--- src/inc/ccs_pkg.sv ---
`default_nettype none
//==========================================================
// shared constants for the command-check supervisor
package ccs_pkg;

	// time base
	localparam int CCS_CLK_PERIOD_NS = 10;
	localparam int CCS_TB_UNIT_NS    = 100000;
	localparam int CCS_TICK_CYC      = (CCS_TB_UNIT_NS + CCS_CLK_PERIOD_NS - 1)
	                                   / CCS_CLK_PERIOD_NS;

	// window length field, in time base units
	localparam int CCS_WIN_W = 16;

	// synchronised pin vector layout
	localparam int CCS_NUM_PINS = 4;
	localparam int CCS_PIN_CMD  = 0;
	localparam int CCS_PIN_ENG  = 1;
	localparam int CCS_PIN_REL  = 2;
	localparam int CCS_PIN_ACK  = 3;

	// values after reset
	localparam logic [CCS_NUM_PINS-1:0] CCS_RST_PINS  = 4'h0;
	localparam logic                    CCS_RST_PHYS  = 1'h0;
	localparam logic                    CCS_RST_FAULT = 1'h0;

	typedef enum logic [2:0]
	{
		ST_OFF,
		ST_ENG_WIN,
		ST_ENG_HOLD,
		ST_REL_WIN,
		ST_REL_HOLD
	} ccs_state_e;

endpackage : ccs_pkg
`default_nettype wire

--- src/core/ccs_window_timer.sv ---
`timescale 1ns/10ps
`default_nettype none
module ccs_window_timer
	import ccs_pkg::*;
#(
	parameter int TICK_CYCLES = CCS_TICK_CYC,
	parameter int WIN_W       = CCS_WIN_W
)
(
	input  wire logic             ref_clk,
	input  wire logic             rst_n,
	input  wire logic             start,
	input  wire logic             stop,
	input  wire logic [WIN_W-1:0] length,
	output logic                  expire,
	output logic                  running
);

	localparam int             PW       = $clog2(TICK_CYCLES + 1);
	localparam logic [PW-1:0]  PRE_LAST = PW'(TICK_CYCLES - 1);
	localparam logic [WIN_W-1:0] ONE    = WIN_W'(1);

	logic [PW-1:0]    pre_reg;
	logic [PW-1:0]    pre_next;
	logic [WIN_W-1:0] cnt_reg;
	logic [WIN_W-1:0] cnt_next;
	logic             run_reg;
	logic             run_next;
	logic             exp_reg;
	logic             exp_next;

	//==========================================================
	// window countdown
	// a zero length behaves as one unit, so a window always has a body
	always_comb
	begin
		pre_next = pre_reg;
		cnt_next = cnt_reg;
		run_next = run_reg;
		exp_next = 1'h0;
		if (start)
		begin
			run_next = 1'h1;
			pre_next = '0;
			cnt_next = length;
		end
		else if (stop)
			run_next = 1'h0;
		else if (run_reg)
		begin
			if (pre_reg == PRE_LAST)
			begin
				pre_next = '0;
				if (cnt_reg <= ONE)
				begin
					run_next = 1'h0;
					exp_next = 1'h1;
				end
				else
					cnt_next = cnt_reg - ONE;
			end
			else
				pre_next = pre_reg + PW'(1);
		end
	end

	always_ff @(posedge ref_clk or negedge rst_n)
	begin
		if (!rst_n)
		begin
			pre_reg <= '0;
			cnt_reg <= '0;
			run_reg <= 1'h0;
			exp_reg <= 1'h0;
		end
		else
		begin
			pre_reg <= pre_next;
			cnt_reg <= cnt_next;
			run_reg <= run_next;
			exp_reg <= exp_next;
		end
	end

	assign expire  = exp_reg;
	assign running = run_reg;

endmodule : ccs_window_timer
`default_nettype wire

--- src/core/ccs_supervisor.sv ---
// Operation
// - v1: command rise sets output, starts window
// - v1: check seen in window, no fault
// - v1: no check by window end, fault A
// - v1: check drops, command high, fault B
// - v1: ack rise with check high clears
// - v1: command fall clears output and fault
// - v2: command rise sets output, engage window
// - v2: engage check seen, no fault
// - v2: no engage check, fault A
// - v2: engage check drops, fault B
// - v2 engage: ack rise with engage check high, or command change, clears
// - v2: command fall clears output, release window
// - v2: release check seen, no fault
// - v2: no release check, fault A
// - v2: release check drops, fault B
// - v2 release: ack rise with release check high, or command change, clears
// - two window lengths, 0.1 ms units
`timescale 1ns/10ps
`default_nettype none
module ccs_supervisor
	import ccs_pkg::*;
#(
	parameter int TICK_CYCLES = CCS_TICK_CYC,
	parameter int WIN_W       = CCS_WIN_W
)
(
	input  wire logic             ref_clk,
	input  wire logic             rst_n,
	input  wire logic             cmdIn,
	input  wire logic             engage_check_in,
	input  wire logic             release_check_in,
	input  wire logic             faultAckIn,
	input  wire logic             variantTwo,
	input  wire logic [WIN_W-1:0] engage_window,
	input  wire logic [WIN_W-1:0] release_window,
	output logic                  physOut,
	output logic                  auxFaultOut,
	output logic                  faultTypeA,
	output logic                  faultTypeB
);

	//==========================================================
	// pin synchronisers and edge detection
	logic [CCS_NUM_PINS-1:0] pins;
	logic [CCS_NUM_PINS-1:0] syncMeta_reg;
	logic [CCS_NUM_PINS-1:0] syncOut_reg;
	logic [CCS_NUM_PINS-1:0] prev_reg;
	logic [CCS_NUM_PINS-1:0] rise;
	logic [CCS_NUM_PINS-1:0] fall;

	assign pins[CCS_PIN_CMD] = cmdIn;
	assign pins[CCS_PIN_ENG] = engage_check_in;
	assign pins[CCS_PIN_REL] = release_check_in;
	assign pins[CCS_PIN_ACK] = faultAckIn;

	genvar gi;
	generate
		for (gi = 0; gi < CCS_NUM_PINS; gi++)
		begin : g_sync
			always_ff @(posedge ref_clk or negedge rst_n)
			begin
				if (!rst_n)
				begin
					syncMeta_reg[gi] <= CCS_RST_PINS[gi];
					syncOut_reg[gi]  <= CCS_RST_PINS[gi];
					prev_reg[gi]     <= CCS_RST_PINS[gi];
				end
				else
				begin
					syncMeta_reg[gi] <= pins[gi];
					syncOut_reg[gi]  <= syncMeta_reg[gi];
					prev_reg[gi]     <= syncOut_reg[gi];
				end
			end
			assign rise[gi] = syncOut_reg[gi] & ~prev_reg[gi];
			assign fall[gi] = ~syncOut_reg[gi] & prev_reg[gi];
		end
	endgenerate

	logic cmdRise;
	logic cmdFall;
	logic engLvl;
	logic engFall;
	logic relLvl;
	logic relFall;
	logic ackRise;

	assign cmdRise = rise[CCS_PIN_CMD];
	assign cmdFall = fall[CCS_PIN_CMD];
	assign engLvl  = syncOut_reg[CCS_PIN_ENG];
	assign engFall = fall[CCS_PIN_ENG];
	assign relLvl  = syncOut_reg[CCS_PIN_REL];
	assign relFall = fall[CCS_PIN_REL];
	assign ackRise = rise[CCS_PIN_ACK];

	//==========================================================
	// window timer
	logic             tmrStart;
	logic             tmrStop;
	logic [WIN_W-1:0] tmrLen;
	logic             tmrExpire;

	ccs_window_timer #(
		.TICK_CYCLES (TICK_CYCLES),
		.WIN_W       (WIN_W)
	) u_timer (
		.ref_clk (ref_clk),
		.rst_n   (rst_n),
		.start   (tmrStart),
		.stop    (tmrStop),
		.length  (tmrLen),
		.expire  (tmrExpire),
		.running ()
	);

	//==========================================================
	// supervision state
	ccs_state_e state_reg;
	ccs_state_e state_next;
	logic       physOut_reg;
	logic       physOut_next;
	logic       fault_reg;
	logic       fault_next;
	logic       typeA_reg;
	logic       typeA_next;
	logic       typeB_reg;
	logic       typeB_next;
	logic       seen_reg;
	logic       seen_next;
	logic       setA;
	logic       setB;
	logic       ackChk;
	logic       chkFall;
	logic       inRelease;

	assign inRelease = (state_reg == ST_REL_WIN) || (state_reg == ST_REL_HOLD);
	assign ackChk    = inRelease ? relLvl : engLvl;
	assign chkFall   = inRelease ? relFall : engFall;

	always_comb
	begin
		state_next   = state_reg;
		physOut_next = physOut_reg;
		fault_next   = fault_reg;
		typeA_next   = typeA_reg;
		typeB_next   = typeB_reg;
		seen_next    = seen_reg;
		tmrStart     = 1'h0;
		tmrStop      = 1'h0;
		tmrLen       = engage_window;
		setA         = 1'h0;
		setB         = 1'h0;
		// command edges outrank any check event in the same cycle
		if (cmdRise)
		begin
			state_next   = ST_ENG_WIN;
			physOut_next = 1'h1;
			tmrStart     = 1'h1;
			seen_next    = 1'h0;
			fault_next   = 1'h0;
			typeA_next   = 1'h0;
			typeB_next   = 1'h0;
		end
		else if (cmdFall)
		begin
			physOut_next = 1'h0;
			fault_next   = 1'h0;
			typeA_next   = 1'h0;
			typeB_next   = 1'h0;
			seen_next    = 1'h0;
			if (variantTwo)
			begin
				state_next = ST_REL_WIN;
				tmrStart   = 1'h1;
				tmrLen     = release_window;
			end
			else
			begin
				state_next = ST_OFF;
				tmrStop    = 1'h1;
			end
		end
		else
		begin
			case (state_reg)
				ST_ENG_WIN,
				ST_REL_WIN:
				begin
					if (ackChk)
						seen_next = 1'h1;
					if (chkFall)
						setB = 1'h1;
					if (tmrExpire)
					begin
						state_next = inRelease ? ST_REL_HOLD : ST_ENG_HOLD;
						if (!seen_reg && !ackChk)
							setA = 1'h1;
					end
				end
				ST_ENG_HOLD,
				ST_REL_HOLD:
				begin
					if (chkFall)
						setB = 1'h1;
				end
				// idle waits here too, nothing to watch
				default:
				begin
					state_next = ST_OFF;
				end
			endcase
			// sticky, a new fault wins over ack
			if (setA || setB)
			begin
				fault_next = 1'h1;
				typeA_next = typeA_reg | setA;
				typeB_next = typeB_reg | setB;
			end
			else if (ackRise && ackChk)
			begin
				fault_next = 1'h0;
				typeA_next = 1'h0;
				typeB_next = 1'h0;
			end
		end
	end

	always_ff @(posedge ref_clk or negedge rst_n)
	begin
		if (!rst_n)
		begin
			state_reg   <= ST_OFF;
			physOut_reg <= CCS_RST_PHYS;
			fault_reg   <= CCS_RST_FAULT;
			typeA_reg   <= CCS_RST_FAULT;
			typeB_reg   <= CCS_RST_FAULT;
			seen_reg    <= 1'h0;
		end
		else
		begin
			state_reg   <= state_next;
			physOut_reg <= physOut_next;
			fault_reg   <= fault_next;
			typeA_reg   <= typeA_next;
			typeB_reg   <= typeB_next;
			seen_reg    <= seen_next;
		end
	end

	assign physOut     = physOut_reg;
	assign auxFaultOut = fault_reg;
	assign faultTypeA  = typeA_reg;
	assign faultTypeB  = typeB_reg;
endmodule : ccs_supervisor
`default_nettype wire

--- config.mk ---
export PLATFORM = sky130hd
export DESIGN_NAME = ccs_supervisor
export DESIGN_NICKNAME = d
export VERILOG_FILES = /design/src/inc/ccs_pkg.sv /design/src/core/ccs_window_timer.sv /design/src/core/ccs_supervisor.sv
export SDC_FILE = /design/constraint.sdc
export NUM_CORES = 1
export LEC_CHECK = 0
export BUFFER_PORTS_ARGS = -buffer_cell sky130_fd_sc_hd__buf_2
export CORE_MARGIN = 2
export CORE_UTILIZATION = 57
export DETAILED_ROUTE_END_ITERATION = 8
export PLACE_DENSITY = 0.89
export SYNTH_ARGS = -nofsm -noshare
export SYNTH_HDL_FRONTEND = slang
export SYNTH_SLANG_ARGS = --single-unit
--- constraint.sdc ---
create_clock -name ref_clk -period 3 [get_ports ref_clk]
set_input_delay 0.45 -clock ref_clk [delete_from_list [all_inputs] [get_ports ref_clk]]
set_output_delay 0.45 -clock ref_clk [all_outputs]
set_load 0.1 [all_outputs]
==> flow_summary.toml <==
[grt]
antenna_found_initial = 0
grt_pass1_vias = 2565
grt_pass1_wl_um = 12000
overflow = 0
grt.total_usage = 0.255
grt_max_degree = 24

[logic_synthesis]
synthTopCellsByCount = "dfrtp_1, nand2_1, nor2_1"
synth_edf_count = 0
yosys.area.top_type = "dfrtp_1"
post_synth_num_cell_types = 63
synth_async_sr_flop_share = 1.00
synthCells = 324
syn_area_per_cell_um2 = 9.10
yosys.area.top_type_share = 0.441
synth_seq_cells = 52
synth_fp_nets = 368
synth.area.top_cells = "dfrtp_1, nand2_1, o21ai_0"
ys_seq_area_frac = 0.441
synth.most_common_cell = "dfrtp_1"
yosys_warnings = 0
netlist_area_um2 = 2950
synth_flop_cell = "dfrtp_1"

[floorplanning]
start_util = 0.585
rows = 26
die-width_um = 75.9
placeableCoreArea_um2 = 5040
die_y_um = 75.9
ioPinCount = 43
die-area_um2 = 5770

[cells_and_area]
final_util = 0.659
antenna_cells = 0
largest_reg_flops = 16
nFillCells = 422
syn2layout_area_growth_pct = 12.7
seqCellArea_um2 = 1300
drive_above_1_share = 0.192
fin_cells = 434
final_nets = 407
multi_input_area_um2 = 1530

[routing]
drtIter0Drc = 281
vias_per_cell = 6.19
routed_wl_um = 7070
ant_nets = 0
firstDrtPassIters = 5
routedWlPerCell_um = 16.3
drc = 0
num_vias = 2685

[critical_path]
crit_required_ns = 3.22
path_buf_inv = 0
path_cells = "or4b_2, nor4_2, nand2b_1, nand2_4, o32ai_1"
start_kind = "flop"
end_kind = "flop"
cp.arrival_ns = 2.70
max_stage_delay_ns = 0.74
crit_path_end = "u_timer.cnt_reg[6]"
cpMaxStageDelayCell = "or4b_2"
worst-r2r-cell-count = 5
cp-startpoint = "u_timer.pre_reg[4]"
r2r-start = "u_timer.pre_reg[4]"
path_class = "flop to flop"
cp_max_fo = 13
critical_path.top_delay_family = "simple AND/OR/NAND/NOR gates"
r2r_slack_ns = 0.53
r2r-end = "u_timer.cnt_reg[6]"
crit_cells = 5

[timing]
period_needed_ns = 2.47
fin_skew_ns = 0.00497
tightest_slew_ns = 0.947
finalWorstSetupSlack_ns = 0.526
drv_slew = 0
fin_setup_tns_ns = 0
slew_headroom = 0.369
timing.final.crit_share = 0.825
hold_viol_final = 0
setup_violations = 0
fin_hold_ws_ns = 0.100
fmax_ghz = 0.404
rsz0062_at_grt = "false"

[clocking]
numClockSinks = 52
cts_root_buf = "clkbuf_8"
cts_resized = 0
cts_tree = "yes"
postCtsHoldBufs = 0
cts_max_path_buffers = 2
post_cts_buffers = 0
insertion_delay_ns = 0.32
numCtsBuffers = 5
htreeDepth = 2
clk_pin_slew_ns = 0.10

[power_and_ir_drop]
p_comb_frac = 0.276
p_per_area_nw_per_um2 = 555
pwr-share-clk = 0.235
sw_frac_of_total = 0.370
p_int_w = 0.00116
power_frac_seq = 0.489
p_leak_nw = 1.45
irDropWorstVdd_mv = 0.367
power.switching_w = 0.000683

[status]
status = "completed"

[placement]
dp_cells = 426
preCtsSetupSlack_ns = 0.557
portBuffers = 42
dp_hpwl_um = 5080
place_congestion = 0.871

[run]
drv_cap = 0

[worst_hold_path]
hold_path.class = "primary input to asynchronous set/reset pin"
final cells by class:
class	count	share of cell area
clock buffer	5	0.0207
clock inverter	3	0.00866
inverter	12	0.0135
multi-input combinational	243	0.460
sequential	52	0.391
tap	70	0.0263
timing repair buffer	49	0.0790
power by group through the flow:
| stage | combinational [W] | sequential (W) | clock [W] |
|---|---|---|---|
| floorplan | 0.000352 | 0.000922 | 0 |
| global placement | 0.000486 | 0.000906 | 0 |
| detailed placement | 0.000504 | 0.000911 | 0 |
| CTS | 0.000506 | 0.000899 | 0.000447 |
| global route | 0.000566 | 0.000918 | 0.000474 |
| finish | 0.000509 | 0.000903 | 0.000433 |
cells in the final DEF, fill, tap and decap left out, types with 5 or more instances in the layout:
cell type and instances:
a21oi_1 14, buf_2 42, buf_4 7, clkbuf_8 5
dfrtp_1 52, ha_1 5, inv_1 12, nand2_1 38
nand2b_1 8, nand3_1 9, nand4_1 6, nor2_1 22
nor3_1 18, nor4_1 7, o211ai_1 6, o21ai_0 21
o22ai_1 7, or3_1 8, xnor2_1 5
metrics by stage:
stage	area [µm²]	power, W
6_report	3320	0.00185
5_1_grt	3320	0.00196
4_1_cts	3320	0.00185
3_5_place_dp	3230	0.00142
3_3_place_gp	3230	0.00139
2_1_floorplan	2950	0.00127
logic make-up (layout without fill, tap and decap cells):
| family | count (synthesis) | after routing | share of synthesized area |
|---|---|---|---|
| xor+xnor | 9 | 9 | 0.0267 |
| simple gates | 140 | 140 | 0.258 |
| mux | 4 | 4 | 0.0140 |
| fa+ha+maj | 5 | 5 | 0.0212 |
| flops | 52 | 52 | 0.441 |
| buf+inv | 29 | 69 | 0.0399 |
| compound gates | 85 | 85 | 0.199 |
worst min-delay path by stage:
stage	startpoint	cells past startpoint	to
floorplan	rst_n	0	auxFaultOut
global placement	syncMeta_reg[1]	0	engLvl
detailed placement	syncMeta_reg[3]	0	syncOut_reg[3]
CTS	rst_n	1	state_reg[2]
global route	rst_n	1	state_reg[1]
finish	rst_n	1	state_reg[2]
routing by layer:
layer  share of wire  GRT usage  up-vias
li1                -          -     1276
met1            0.43      0.336     1281
met2            0.49      0.419      104
met3           0.051     0.0429       24
met4           0.030      0.111        0
met5               0          0        -
No activity file was read; power rests on OpenSTA's default activity.
